$ cat src/rtl/chsi_pkg.sv
package chsi_pkg;
  // Register byte offsets, one aligned word each
  localparam logic [7:0] CHSI_OFS_COMMAND   = 8'h00;
  localparam logic [7:0] CHSI_OFS_STATUS    = 8'h04;
  localparam logic [7:0] CHSI_OFS_IRQ_EN    = 8'h08;
  localparam logic [7:0] CHSI_OFS_IRQ_DIS   = 8'h0c;
  localparam logic [7:0] CHSI_OFS_IRQ_MASK  = 8'h10;
  localparam logic [7:0] CHSI_OFS_RSP_INDEX = 8'h14;

  // Status and mask bit positions
  localparam int CHSI_B_CMD_DONE     = 0;
  localparam int CHSI_B_RX_WORD_RDY  = 1;
  localparam int CHSI_B_TX_WORD_TKN  = 2;
  localparam int CHSI_B_BLOCK_ENDED  = 3;
  localparam int CHSI_B_XFER_IN_PROG = 4;
  localparam int CHSI_B_CARD_NBUSY   = 5;
  localparam int CHSI_B_RX_DMA_DONE  = 6;
  localparam int CHSI_B_TX_DMA_DONE  = 7;
  localparam int CHSI_B_SLOT_A_IRQ   = 8;
  localparam int CHSI_B_SLOT_B_IRQ   = 9;
  localparam int CHSI_B_RX_BUF_FULL  = 14;
  localparam int CHSI_B_TX_BUF_EMPTY = 15;
  localparam int CHSI_B_RSP_INDEX    = 16;
  localparam int CHSI_B_RSP_DIR      = 17;
  localparam int CHSI_B_RSP_CRC      = 18;
  localparam int CHSI_B_RSP_END      = 19;
  localparam int CHSI_B_RSP_TIMEOUT  = 20;
  localparam int CHSI_B_DATA_CRC     = 21;
  localparam int CHSI_B_DATA_TIMEOUT = 22;
  localparam int CHSI_B_RX_OVERRUN   = 30;
  localparam int CHSI_B_TX_UNDERRUN  = 31;

  // Implemented bits of the shared layout
  localparam logic [31:0] CHSI_LAYOUT_MASK = 32'hc07f_c3ff;
  localparam logic [31:0] CHSI_MASK_RESET  = 32'h0000_0000;
  localparam logic [31:0] CHSI_ZERO_WORD   = 32'h0000_0000;
  localparam logic [15:0] CHSI_DMA_ZERO    = 16'h0000;
  localparam logic [5:0]  CHSI_INDEX_RESET = 6'h00;
endpackage

$ cat src/rtl/chsi_dma_zero.sv
`timescale 1ns/1ps
module chsi_dma_zero
  import chsi_pkg::*;
(
  input  wire logic        clk,
  input  wire logic        resetn,
  input  wire logic [15:0] cur_count,
  input  wire logic [15:0] next_count,
  output logic             both_zero
);
  // Level flag, follows counters with one register stage
  always_ff @(posedge clk or negedge resetn)
  begin
    if (!resetn)
      both_zero <= 1'b0;
    else
      both_zero <= (cur_count == CHSI_DMA_ZERO) &&
                   (next_count == CHSI_DMA_ZERO);
  end
endmodule

$ cat src/rtl/chsi_status_irq.sv
`timescale 1ns/1ps
// Summary of operation
// - Response timeout sets flag; command write clears
// - Data CRC failure sets flag; status read clears
// - Data timeout expiry sets flag; status read clears
// - Lost received byte sets overrun; new transfer clears
// - Unwritten byte sent sets underrun; new transfer clears
// - Slot A card interrupt sets flag; read clears
// - Slot B card interrupt sets flag; read clears
// - Receive full while both receive counters zero
// - Transmit empty while both transmit counters zero
// - Enable port ones enable, zeros no effect
// - Disable port ones disable, zeros no effect
// - Mask view reads enabled sources as one
// - Enable, disable, mask share one bit layout
// - Command sent sets done; command write clears
// - Response index mismatch sets flag; command write clears
module chsi_status_irq
  import chsi_pkg::*;
(
  input  wire logic        REF_CLK,
  input  wire logic        RESETN,
  input  wire logic        PSEL,
  input  wire logic        PENABLE,
  input  wire logic        PWRITE,
  input  wire logic [7:0]  PADDR,
  input  wire logic [31:0] PWDATA,
  output logic [31:0]      PRDATA,
  output logic             PREADY,
  output logic             PSLVERR,
  input  wire logic        CMD_SENT,
  input  wire logic        RSP_TIMEOUT,
  input  wire logic        RSP_RECEIVED,
  input  wire logic [5:0]  RSP_INDEX,
  input  wire logic        RSP_DIR_ERR,
  input  wire logic        RSP_CRC_ERR,
  input  wire logic        RSP_END_ERR,
  input  wire logic        DATA_CRC_FAIL,
  input  wire logic        DATA_TIMEOUT,
  input  wire logic        RX_BYTE_LOST,
  input  wire logic        TX_BYTE_EMPTY,
  input  wire logic        DATA_CMD_ISSUED,
  input  wire logic        SLOT_A_CARD_IRQ,
  input  wire logic        SLOT_B_CARD_IRQ,
  input  wire logic        RX_WORD_READY,
  input  wire logic        TX_WORD_TAKEN,
  input  wire logic        BLOCK_ENDED,
  input  wire logic        XFER_IN_PROGRESS,
  input  wire logic        CARD_NOT_BUSY,
  input  wire logic        RX_DMA_DONE,
  input  wire logic        TX_DMA_DONE,
  input  wire logic [15:0] RX_DMA_COUNTER,
  input  wire logic [15:0] RX_DMA_NEXT_COUNTER,
  input  wire logic [15:0] TX_DMA_COUNTER,
  input  wire logic [15:0] TX_DMA_NEXT_COUNTER,
  output logic             CMD_WRITE_STROBE,
  output logic [31:0]      CMD_WORD,
  output logic             IRQ
);
  logic        wr_access;
  logic        rd_access;
  logic        cmd_wr;
  logic        status_rd;
  logic [31:0] read_clr;
  logic        hit;
  logic [5:0]  cmd_index_reg;
  logic [31:0] mask_reg;
  logic [31:0] mask_next;
  logic [31:0] status_word;
  logic [31:0] rdata_next;
  logic [31:0] sticky;
  logic [31:0] sticky_set;
  logic [31:0] sticky_clr;
  logic        rx_full;
  logic        tx_empty;
  logic        rsp_index_bad;

  // Zero-wait slave: access phase completes in its first cycle
  assign wr_access = PSEL && PENABLE && PWRITE;
  assign rd_access = PSEL && PENABLE && !PWRITE;
  assign cmd_wr    = wr_access && (PADDR == CHSI_OFS_COMMAND);
  assign status_rd = rd_access && (PADDR == CHSI_OFS_STATUS);
  // Clear only what the read reported, so a late event is not lost
  assign read_clr  = status_rd ? PRDATA : CHSI_ZERO_WORD;

  always_comb
  begin
    hit = (PADDR == CHSI_OFS_COMMAND) || (PADDR == CHSI_OFS_STATUS) ||
          (PADDR == CHSI_OFS_IRQ_EN) || (PADDR == CHSI_OFS_IRQ_DIS) ||
          (PADDR == CHSI_OFS_IRQ_MASK) || (PADDR == CHSI_OFS_RSP_INDEX);
  end

  // Index of the command just written, compared with the response
  always_ff @(posedge REF_CLK or negedge RESETN)
  begin
    if (!RESETN)
      cmd_index_reg <= CHSI_INDEX_RESET;
    else if (cmd_wr)
      cmd_index_reg <= PWDATA[5:0];
  end

  always_ff @(posedge REF_CLK or negedge RESETN)
  begin
    if (!RESETN)
    begin
      CMD_WRITE_STROBE <= 1'b0;
      CMD_WORD         <= CHSI_ZERO_WORD;
    end
    else
    begin
      CMD_WRITE_STROBE <= cmd_wr;
      if (cmd_wr)
        CMD_WORD <= PWDATA;
    end
  end

  assign rsp_index_bad = RSP_RECEIVED && (RSP_INDEX != cmd_index_reg);

  // Set and clear sources per sticky bit
  always_comb
  begin
    sticky_set = CHSI_ZERO_WORD;
    sticky_clr = CHSI_ZERO_WORD;
    sticky_set[CHSI_B_CMD_DONE]     = CMD_SENT;
    sticky_clr[CHSI_B_CMD_DONE]     = cmd_wr;
    sticky_set[CHSI_B_RSP_INDEX]    = rsp_index_bad;
    sticky_clr[CHSI_B_RSP_INDEX]    = cmd_wr;
    sticky_set[CHSI_B_RSP_DIR]      = RSP_DIR_ERR;
    sticky_clr[CHSI_B_RSP_DIR]      = cmd_wr;
    sticky_set[CHSI_B_RSP_CRC]      = RSP_CRC_ERR;
    sticky_clr[CHSI_B_RSP_CRC]      = cmd_wr;
    sticky_set[CHSI_B_RSP_END]      = RSP_END_ERR;
    sticky_clr[CHSI_B_RSP_END]      = cmd_wr;
    sticky_set[CHSI_B_RSP_TIMEOUT]  = RSP_TIMEOUT;
    sticky_clr[CHSI_B_RSP_TIMEOUT]  = cmd_wr;
    sticky_set[CHSI_B_DATA_CRC]     = DATA_CRC_FAIL;
    sticky_clr[CHSI_B_DATA_CRC]     = read_clr[CHSI_B_DATA_CRC];
    sticky_set[CHSI_B_DATA_TIMEOUT] = DATA_TIMEOUT;
    sticky_clr[CHSI_B_DATA_TIMEOUT] = read_clr[CHSI_B_DATA_TIMEOUT];
    sticky_set[CHSI_B_RX_OVERRUN]   = RX_BYTE_LOST;
    sticky_clr[CHSI_B_RX_OVERRUN]   = DATA_CMD_ISSUED;
    sticky_set[CHSI_B_TX_UNDERRUN]  = TX_BYTE_EMPTY;
    sticky_clr[CHSI_B_TX_UNDERRUN]  = DATA_CMD_ISSUED;
    sticky_set[CHSI_B_SLOT_A_IRQ]   = SLOT_A_CARD_IRQ;
    sticky_clr[CHSI_B_SLOT_A_IRQ]   = read_clr[CHSI_B_SLOT_A_IRQ];
    sticky_set[CHSI_B_SLOT_B_IRQ]   = SLOT_B_CARD_IRQ;
    sticky_clr[CHSI_B_SLOT_B_IRQ]   = read_clr[CHSI_B_SLOT_B_IRQ];
    sticky_set[CHSI_B_BLOCK_ENDED]  = BLOCK_ENDED;
    sticky_clr[CHSI_B_BLOCK_ENDED]  = read_clr[CHSI_B_BLOCK_ENDED];
  end

  genvar gi;
  generate
    for (gi = 0; gi < 32; gi++)
    begin : g_flag
      if (gi == CHSI_B_CMD_DONE || gi == CHSI_B_BLOCK_ENDED ||
          gi == CHSI_B_SLOT_A_IRQ || gi == CHSI_B_SLOT_B_IRQ ||
          (gi >= CHSI_B_RSP_INDEX && gi <= CHSI_B_DATA_TIMEOUT) ||
          gi == CHSI_B_RX_OVERRUN || gi == CHSI_B_TX_UNDERRUN)
      begin : g_sticky
        chsi_sticky_bit u_bit (
          .clk     (REF_CLK),
          .resetn  (RESETN),
          .set_evt (sticky_set[gi]),
          .clr_evt (sticky_clr[gi]),
          .flag    (sticky[gi])
        );
      end
      else
      begin : g_none
        assign sticky[gi] = 1'b0;
      end
    end
  endgenerate

  chsi_dma_zero u_rx_zero (
    .clk        (REF_CLK),
    .resetn     (RESETN),
    .cur_count  (RX_DMA_COUNTER),
    .next_count (RX_DMA_NEXT_COUNTER),
    .both_zero  (rx_full)
  );

  chsi_dma_zero u_tx_zero (
    .clk        (REF_CLK),
    .resetn     (RESETN),
    .cur_count  (TX_DMA_COUNTER),
    .next_count (TX_DMA_NEXT_COUNTER),
    .both_zero  (tx_empty)
  );

  // Level flags follow their sources; sticky bits hold events
  always_comb
  begin
    status_word = sticky;
    status_word[CHSI_B_RX_WORD_RDY]  = RX_WORD_READY;
    status_word[CHSI_B_TX_WORD_TKN]  = TX_WORD_TAKEN;
    status_word[CHSI_B_XFER_IN_PROG] = XFER_IN_PROGRESS;
    status_word[CHSI_B_CARD_NBUSY]   = CARD_NOT_BUSY;
    status_word[CHSI_B_RX_DMA_DONE]  = RX_DMA_DONE;
    status_word[CHSI_B_TX_DMA_DONE]  = TX_DMA_DONE;
    status_word[CHSI_B_RX_BUF_FULL]  = rx_full;
    status_word[CHSI_B_TX_BUF_EMPTY] = tx_empty;
  end

  // Enable and disable in one write cannot happen: separate offsets
  always_comb
  begin
    mask_next = mask_reg;
    if (wr_access && PADDR == CHSI_OFS_IRQ_EN)
      mask_next = mask_reg | (PWDATA & CHSI_LAYOUT_MASK);
    else if (wr_access && PADDR == CHSI_OFS_IRQ_DIS)
      mask_next = mask_reg & ~(PWDATA & CHSI_LAYOUT_MASK);
  end

  always_ff @(posedge REF_CLK or negedge RESETN)
  begin
    if (!RESETN)
      mask_reg <= CHSI_MASK_RESET;
    else
      mask_reg <= mask_next;
  end

  always_comb
  begin
    rdata_next = CHSI_ZERO_WORD;
    if (PSEL && !PENABLE && !PWRITE)
    begin
      unique case (PADDR)
        CHSI_OFS_STATUS:    rdata_next = status_word;
        CHSI_OFS_IRQ_MASK:  rdata_next = mask_reg;
        CHSI_OFS_RSP_INDEX: rdata_next = {26'h0, cmd_index_reg};
        default:            rdata_next = CHSI_ZERO_WORD;
      endcase
    end
  end

  // Read data registered in setup so it is valid in the access phase
  always_ff @(posedge REF_CLK or negedge RESETN)
  begin
    if (!RESETN)
    begin
      PRDATA  <= CHSI_ZERO_WORD;
      PREADY  <= 1'b0;
      PSLVERR <= 1'b0;
    end
    else
    begin
      PREADY  <= PSEL && !PENABLE;
      PSLVERR <= PSEL && !PENABLE && !hit;
      if (PSEL && !PENABLE && !PWRITE)
        PRDATA <= rdata_next;
    end
  end

  // Registered so the output comes from a flip-flop; one cycle late
  always_ff @(posedge REF_CLK or negedge RESETN)
  begin
    if (!RESETN)
      IRQ <= 1'b0;
    else
      IRQ <= |(status_word & mask_reg);
  end

  chk_irq_follows: assert property (
    @(posedge REF_CLK) disable iff (!RESETN)
    1'b1 |=> IRQ == |($past(status_word) & $past(mask_reg)))
    else $error("irq not following masked status");
  chk_enable_sets: assert property (
    @(posedge REF_CLK) disable iff (!RESETN)
    (wr_access && PADDR == CHSI_OFS_IRQ_EN) |=>
      ((mask_reg & ($past(PWDATA) & CHSI_LAYOUT_MASK)) ==
       ($past(PWDATA) & CHSI_LAYOUT_MASK)))
    else $error("enable write did not set mask");
  chk_disable_clears: assert property (
    @(posedge REF_CLK) disable iff (!RESETN)
    (wr_access && PADDR == CHSI_OFS_IRQ_DIS) |=>
      ((mask_reg & $past(PWDATA)) == CHSI_ZERO_WORD))
    else $error("disable write did not clear mask");
  chk_mask_stable: assert property (
    @(posedge REF_CLK) disable iff (!RESETN)
    !(wr_access && (PADDR == CHSI_OFS_IRQ_EN || PADDR == CHSI_OFS_IRQ_DIS))
      |=> $stable(mask_reg))
    else $error("mask changed without write");
  chk_rto_set: assert property (
    @(posedge REF_CLK) disable iff (!RESETN)
    RSP_TIMEOUT |=> status_word[CHSI_B_RSP_TIMEOUT])
    else $error("response timeout flag not set");
  chk_rto_clear: assert property (
    @(posedge REF_CLK) disable iff (!RESETN)
    (cmd_wr && !RSP_TIMEOUT) |=> !status_word[CHSI_B_RSP_TIMEOUT])
    else $error("timeout flag not cleared by command");
  chk_crc_sticky: assert property (
    @(posedge REF_CLK) disable iff (!RESETN)
    DATA_CRC_FAIL |=> status_word[CHSI_B_DATA_CRC])
    else $error("data crc flag not set");
  chk_crc_read: assert property (
    @(posedge REF_CLK) disable iff (!RESETN)
    (read_clr[CHSI_B_DATA_CRC] && !DATA_CRC_FAIL) |=>
      !status_word[CHSI_B_DATA_CRC])
    else $error("data crc flag not cleared by read");
  chk_dto_read: assert property (
    @(posedge REF_CLK) disable iff (!RESETN)
    (read_clr[CHSI_B_DATA_TIMEOUT] && !DATA_TIMEOUT) |=>
      !status_word[CHSI_B_DATA_TIMEOUT])
    else $error("data timeout not cleared by read");
  chk_ovr_hold: assert property (
    @(posedge REF_CLK) disable iff (!RESETN)
    (status_word[CHSI_B_RX_OVERRUN] && !DATA_CMD_ISSUED) |=>
      status_word[CHSI_B_RX_OVERRUN])
    else $error("overrun lost without new transfer");
  chk_unr_set: assert property (
    @(posedge REF_CLK) disable iff (!RESETN)
    TX_BYTE_EMPTY |=> status_word[CHSI_B_TX_UNDERRUN])
    else $error("underrun not set");
  chk_unr_clear: assert property (
    @(posedge REF_CLK) disable iff (!RESETN)
    (DATA_CMD_ISSUED && !TX_BYTE_EMPTY) |=>
      !status_word[CHSI_B_TX_UNDERRUN])
    else $error("underrun not cleared by new transfer");
  chk_slot_a_read: assert property (
    @(posedge REF_CLK) disable iff (!RESETN)
    (read_clr[CHSI_B_SLOT_A_IRQ] && !SLOT_A_CARD_IRQ) |=>
      !status_word[CHSI_B_SLOT_A_IRQ])
    else $error("slot a flag not cleared");
  chk_slot_b_set: assert property (
    @(posedge REF_CLK) disable iff (!RESETN)
    SLOT_B_CARD_IRQ |=> status_word[CHSI_B_SLOT_B_IRQ])
    else $error("slot b flag not set");
  chk_slot_b_read: assert property (
    @(posedge REF_CLK) disable iff (!RESETN)
    (read_clr[CHSI_B_SLOT_B_IRQ] && !SLOT_B_CARD_IRQ) |=>
      !status_word[CHSI_B_SLOT_B_IRQ])
    else $error("slot b flag not cleared");
  chk_rx_full: assert property (
    @(posedge REF_CLK) disable iff (!RESETN)
    1'b1 |=> rx_full == ($past(RX_DMA_COUNTER) == CHSI_DMA_ZERO &&
                         $past(RX_DMA_NEXT_COUNTER) == CHSI_DMA_ZERO))
    else $error("receive full flag wrong");
  chk_tx_empty: assert property (
    @(posedge REF_CLK) disable iff (!RESETN)
    1'b1 |=> tx_empty == ($past(TX_DMA_COUNTER) == CHSI_DMA_ZERO &&
                          $past(TX_DMA_NEXT_COUNTER) == CHSI_DMA_ZERO))
    else $error("transmit empty flag wrong");
  chk_mask_read: assert property (
    @(posedge REF_CLK) disable iff (!RESETN)
    (PSEL && !PENABLE && !PWRITE && PADDR == CHSI_OFS_IRQ_MASK) |=>
      PRDATA == $past(mask_reg))
    else $error("mask read data wrong");
  chk_cmd_done: assert property (
    @(posedge REF_CLK) disable iff (!RESETN)
    CMD_SENT |=> status_word[CHSI_B_CMD_DONE])
    else $error("command done not set");
  chk_cmd_clear: assert property (
    @(posedge REF_CLK) disable iff (!RESETN)
    (cmd_wr && !CMD_SENT) |=> !status_word[CHSI_B_CMD_DONE])
    else $error("command done not cleared by command");
  chk_index_err: assert property (
    @(posedge REF_CLK) disable iff (!RESETN)
    rsp_index_bad |=> status_word[CHSI_B_RSP_INDEX])
    else $error("index error not set");
endmodule

$ cat src/rtl/chsi_sticky_bit.sv
`timescale 1ns/1ps
module chsi_sticky_bit
  import chsi_pkg::*;
(
  input  wire logic clk,
  input  wire logic resetn,
  input  wire logic set_evt,
  input  wire logic clr_evt,
  output logic      flag
);
  // Set wins over a clear in the same cycle so no event is lost
  always_ff @(posedge clk or negedge resetn)
  begin
    if (!resetn)
      flag <= 1'b0;
    else if (set_evt)
      flag <= 1'b1;
    else if (clr_evt)
      flag <= 1'b0;
  end
endmodule

$ cat config.mk
export PLATFORM = sky130hd
export DESIGN_NAME = chsi_status_irq
export DESIGN_NICKNAME = d
export VERILOG_FILES = /design/src/rtl/chsi_pkg.sv /design/src/rtl/chsi_dma_zero.sv /design/src/rtl/chsi_status_irq.sv /design/src/rtl/chsi_sticky_bit.sv
export SDC_FILE = /design/constraint.sdc
export NUM_CORES = 1
export LEC_CHECK = 0
export ABC_AREA = 1
export BUFFER_PORTS_ARGS = -buffer_cell sky130_fd_sc_hd__buf_2
export CAP_MARGIN = 20
export CORE_ASPECT_RATIO = 1.2
export CORE_MARGIN = 4
export CORE_UTILIZATION = 30
export DETAILED_ROUTE_END_ITERATION = 6
export GPL_TIMING_DRIVEN = 1
export PLACE_DENSITY_LB_ADDON = 0.08
export SETUP_SLACK_MARGIN = 0.02
export SLEW_MARGIN = 40
export SYNTH_ARGS = -nofsm -noshare
export SYNTH_HDL_FRONTEND = slang
export SYNTH_HIERARCHICAL = 1
export SYNTH_SLANG_ARGS = --single-unit
$ cat constraint.sdc
create_clock -name REF_CLK -period 1.5 [get_ports REF_CLK]
set_input_delay 0.15 -clock REF_CLK [delete_from_list [all_inputs] [get_ports REF_CLK]]
set_output_delay 0.15 -clock REF_CLK [all_outputs]
set_load 0.02 [all_outputs]
* Yosys cells after proc, flatten, opt, wreduce, memory -nomap -nowiden
Cells that the tools add are included.
W data, S select, Z words.
** Operators by class
- Eq/ne operators :: 6
- Mux-type cells :: 24
- Bitwise gates (word level) :: 4
- Reductions and logical operators :: 41
** Operators with widths (count)
- $pmux W32 S3 :: 1
- $and A32 B32 Y32 :: 2
- $logic_not A16 Y1 :: 4
- $mux W32 :: 2
- $not A32 Y32 :: 1
- $or A32 B32 Y32 :: 1
- $reduce_or A32 Y1 :: 1
- $reduce_bool A2 Y1 :: 14
- $mux W23 :: 1
- $mux W1 :: 20
- $eq A8 B4 Y1 const B :: 2
- $eq A8 B5 Y1 const B :: 2
- $logic_and A1 B1 Y1 :: 13
- $eq A8 B3 Y1 const B :: 1
- $logic_not A8 Y1 :: 1
- $ne A6 B6 Y1 :: 1
- $logic_or A1 B1 Y1 :: 5
- $logic_not A1 Y1 :: 3
** Word-level totals
- Register bits after elaboration :: 121
- Bits of input ports :: 135
- Output and inout port bits :: 68
- Logic and storage cells :: 98

* Logic depth before layout (Yosys ltp)
- Depth in word-level cells :: 8
- Mapped depth :: 10
- Depth with buffers taken out :: 9

* By module
Netlist, hierarchy kept.
** By module, submodules not included
- chsi_status_irq :: instances 1, cells each 527, area an instance 3925.0 sq um, sequential area each 1951.9 sq um
- chsi_sticky_bit :: instances 13, cells each 5, area an instance 40.0 sq um, sequential area each 25.0 sq um
- chsi_dma_zero :: instances 2, cells each 32, area an instance 141.4 sq um, sequential area each 25.0 sq um

* Worst setup path after synthesis
Ideal clock, no wire load.
- Kind :: register -> register
- Start point :: register cmd_index_reg[1]
- End point :: register g_flag[16].g_sticky.u_bit.flag
- Setup time :: 116 ps
- Data arrival time :: 1142 ps
- Data required time :: 1384 ps
- Setup slack :: 242 ps
- Stages on the path, launching flop included :: 8
- Path buffers :: 0
- Period minus slack after synthesis :: 1258 ps
- Path through :: dfrtp_1 -> or2_2 -> a21oi_1 -> nand3_1 -> nand2_1 -> inv_1 -> inv_1 -> nand2_1
** On the way
- Word-level cells in the longest chain between the ends :: 3
- Elaborated cells on any way between the ends :: 4
- Those cells by class :: eq/ne: 1; mux: 1; reduce/logical: 2
** Ends and longest elaborated chain
- from (decl) :: line chsi_status_irq.sv:66 : logic [5:0] cmd_index_reg;
- from (signal assigned) :: line chsi_status_irq.sv:99 : cmd_index_reg <= PWDATA[5:0];
- $ne A6 B6 Y1 (*) :: line chsi_status_irq.sv:117 : assign rsp_index_bad = RSP_RECEIVED && (RSP_INDEX != cmd_index_reg);
- $logic_and A1 B1 Y1 (*) :: line chsi_status_irq.sv:117
- net rsp_index_bad :: line chsi_status_irq.sv:76 : logic rsp_index_bad;
- $mux W1 / $reduce_bool A2 Y1 (equally long branches)
- to (signal assigned) :: line chsi_sticky_bit.sv:15 : flag <= 1'b0;
- to (signal assigned) :: line chsi_sticky_bit.sv:17 : flag <= 1'b1;
- to (signal assigned) :: line chsi_sticky_bit.sv:19 : flag <= 1'b0;
- to (decl) :: line chsi_sticky_bit.sv:9 : output logic flag
Mark *: on every way through the listed nets, which the timed path passes. The rest lies on a longest branch.
A chain may end at the register's enable or synchronous reset.

* Final worst setup path
- Start point :: input PENABLE
- End point :: register g_flag[0].g_sticky.u_bit.flag
** On the way
- Word-level cells in the longest chain between the ends :: 4
** Ends and longest elaborated chain
- from (decl) :: line chsi_status_irq.sv:24 : input wire logic PENABLE,
- $logic_and A1 B1 Y1 (2 in a row) :: line chsi_status_irq.sv:79 : assign wr_access = PSEL && PENABLE && PWRITE;
- $logic_and A1 B1 Y1 :: line chsi_status_irq.sv:81 : assign cmd_wr = wr_access && (PADDR == CHSI_OFS_COMMAND);
- $reduce_bool A2 Y1 (no line)
- to (signal assigned) :: line chsi_sticky_bit.sv:15
- to (signal assigned) :: line chsi_sticky_bit.sv:17
- to (signal assigned) :: line chsi_sticky_bit.sv:19
- to (decl) :: line chsi_sticky_bit.sv:9
Every way passes these cells.

==> flow_metrics.env <==
export IMPL_status="finished clean"
export IMPL_worst_setup_path_type="in -> reg"
export IMPL_port_buffers=191
export IMPL_synth_edf_count=0
export IMPL_regToRegSetupSlack_ns=0.20
export IMPL_seq_power_share=0.464
export IMPL_crit_slowest_cell="dlygate4sd3_1"
export IMPL_cp_arrival_ns=1.61
export IMPL_firstDrtPassIters=4
export IMPL_clk_latency_ns=0.35
export IMPL_numCtsBuffers=9
export IMPL_synth_area_top_cells="dfrtp_1, nand2_1, nand3_1"
export IMPL_nNetsFinal=1005
export IMPL_avgSynthCellArea_um2=7.21
export IMPL_die_area_um2=17800
export IMPL_min_path_type="in -> reg"
export IMPL_antenna_left=0
export IMPL_htree_num_levels=3
export IMPL_num_vias=4816
export IMPL_switching_power_mw=1.31
export IMPL_finalCriticalPeriod_ns=1.37
export IMPL_slew_headroom=0.637
export IMPL_cts_tree="built"
export IMPL_yosys_area_top_type_share=0.492
export IMPL_r2r_cells=7
export IMPL_yosysMostFrequentCell="nand2_1"
export IMPL_die_x_um=123
export IMPL_gp_congestion=0.797
export IMPL_synth_seq_cells=93
export IMPL_max_stage_delay_ns=0.52
export IMPL_antenna_diode_count=0
export IMPL_setup_tns_final_ns=0
export IMPL_fmax_ghz=0.731
export IMPL_worstPathCellList="dlygate4sd3_1, buf_2, nand3_1, nor2_1, nand2_2, inv_2, buf_12, inv_1, nand2_1, nand2_1"
export IMPL_cap_viol_max_count=0
export IMPL_netlist_instances=656
export IMPL_rows=50
export IMPL_finalHoldViolations=0
export IMPL_hpwlAfterDp_um=10900
export IMPL_crit_top_cell="nand2_1"
export IMPL_ir_drop_uv=446
export IMPL_synth_area_um2=4730
export IMPL_cp_endpoint="g_flag[0].g_sticky.u_bit/flag"
export IMPL_setup_viol=0
export IMPL_grt_antenna_before_repair=1
export IMPL_p_leak_nw=3.71
export IMPL_final_core_utilization=0.421
export IMPL_core_um2=15500
export IMPL_clockBufferDepth=2
export IMPL_worstPathRequired_ns=1.74
export IMPL_synth_top_cell_by_area="dfrtp_1"
export IMPL_fill_cells=1675
export IMPL_clkSlewWorstSetupHoldPaths_ns=0.06
export IMPL_grt_max_degree=94
export IMPL_power_density_nw_per_um2=847
export IMPL_ys_warn_count=6
export IMPL_top_level_ports=203
export IMPL_startpoint="PENABLE"
export IMPL_worst_setup_path_end_kind="flip-flop"
export IMPL_drt_iter0_drc=302
export IMPL_vias_per_cell=4.45
export IMPL_internal_power_mw=4.22
export IMPL_p_comb_frac=0.106
export IMPL_finalMaxSlewViolations=0
export IMPL_period_share=0.912
export IMPL_wl_per_cell_um=13.2
export IMPL_grt_remaining_overflow=0
export IMPL_async_flop_share=1.00
export IMPL_pwr_share_clk=0.430
export IMPL_numClockSinks=93
export IMPL_area_delta_synth_final_pct=38.2
export IMPL_start_util=0.305
export IMPL_grt_usage=0.164
export IMPL_layout_drive_gt1_share=0.274
export IMPL_swShare=0.236
export IMPL_drc=0
export IMPL_startpoint_type="primary input"
export IMPL_synth_seq_area_share=0.492
export IMPL_cp_max_fo=29
export IMPL_synth_cell_type_count=20
export IMPL_r2r_start="cmd_index_reg[1]"
export IMPL_grt_first_pass_wirelength_um=23300
export IMPL_cts_root_buf="clkbuf_16"
export IMPL_tightestPinTransition_ns=0.544
export IMPL_rsz0062_at_grt="no"
export IMPL_fp_dieH_um=146
export IMPL_fin_skew_ns=0.00431
export IMPL_r2r_end="g_flag[16].g_sticky.u_bit/flag"
export IMPL_ys_flop_type="dfrtp_1"
export IMPL_synth_common_cells="nand2_1, dfrtp_1, nand3_1"
export IMPL_routed_wl_um=14300
export IMPL_grt_pass1_vias=4667
[timing repair]
action / 4_1_cts / 5_1_grt
hold buffers: 22 / 0
resized for setup: 0 / 2
endpoints found under the hold margin: 114 / 0
buffers inserted: 0 / 3
setup endpoints to repair: 0 / 20
[layout by cell type (no fill, tap or decap), types with 2 or more instances in the layout]
cell / Yosys / layout
nor2_1: 60 / 58
nand4_1: 26 / 26
buf_2: 16 / 190
dlygate4sd3_1: 0 / 22
nand2_2: 2 / 2
or2_2: 2 / 2
nor2_2: 1 / 3
nand2_1: 290 / 290
conb_1: 1 / 11
clkbuf_8: 0 / 3
clkbuf_16: 0 / 9
nor3_1: 2 / 2
inv_1: 45 / 45
nand3_1: 79 / 79
a21oi_1: 3 / 3
buf_4: 15 / 13
dfrtp_1: 93 / 93
buf_12: 0 / 7
o21ai_0: 4 / 4
inv_2: 6 / 5
[kinds of logic after synthesis]
family                 synth area share
flip-flops                        0.492
AO/OA/AOI/OAI                   0.00900
other                          0.000793
AND/OR/NAND/NOR                   0.410
buffers and inverters            0.0876
[power groups by stage]
| stage | registers [mW] | clock network (mW) | logic [mW] |
|---|---|---|---|
| after floorplan | 2.64 | 0 | 0.193 |
| after global placement | 2.61 | 0 | 0.536 |
| after detailed placement | 2.61 | 0 | 0.541 |
| after CTS | 2.57 | 2.47 | 0.586 |
| final | 2.57 | 2.38 | 0.585 |
| after global routing | 2.57 | 2.56 | 0.656 |
[worst max-delay path, delay by kind of cell]
family	cells	cell delay [ns]
buf+inv	5	0.95
simple gates	5	0.47
[layer usage]
layer | up-vias | track usage | share of wire
met4 | 2 | 0.0577 | 0.017
li1 | 2461 | - | -
met5 | - | 0 | 0.00084
met2 | 143 | 0.270 | 0.47
met1 | 2195 | 0.215 | 0.45
met3 | 15 | 0.0315 | 0.059
[layout make-up]
type,count,area (µm²),area share
clock buffers,13,270,0.0414
repair buffers,232,1410,0.216
multi-input cells,483,2030,0.311
well taps,208,260,0.0398
clock inverters,3,42.5,0.00651
flip-flops and latches,93,2330,0.356
inverters,51,194,0.0297
[stage by stage]
step	power, mW	hold slack, ns	std cells	instance area [µm²]	worst slack (ns)
after detailed placement	3.15	0.248	1042	5960	0.166
after global placement	3.15	0.248	1042	5960	0.190
after floorplan	2.83	-0.146	666	4770	0.242
final	5.53	0.00731	1083	6530	0.132
after global routing	5.79	0.0170	1083	6530	0.0396
after CTS	5.63	0.000538	1080	6490	0.0521
[worst min-delay path by stage]
stage                 from                              to  slack, ns  depth (start not counted)
2_1_floorplan       RESETN                    CMD_WORD[10]      -0.15                          0
3_3_place_gp        RESETN                       PRDATA[2]       0.25                          2
3_5_place_dp        RESETN                       PRDATA[4]       0.25                          2
4_1_cts         PWDATA[10]                    CMD_WORD[10]     0.0005                          3
5_1_grt        RSP_TIMEOUT  g_flag[20].g_sticky.u_bit/flag       0.02                          3
6_report        PWDATA[10]                    CMD_WORD[10]      0.007                          3
Power figures use the tool's default switching activity.
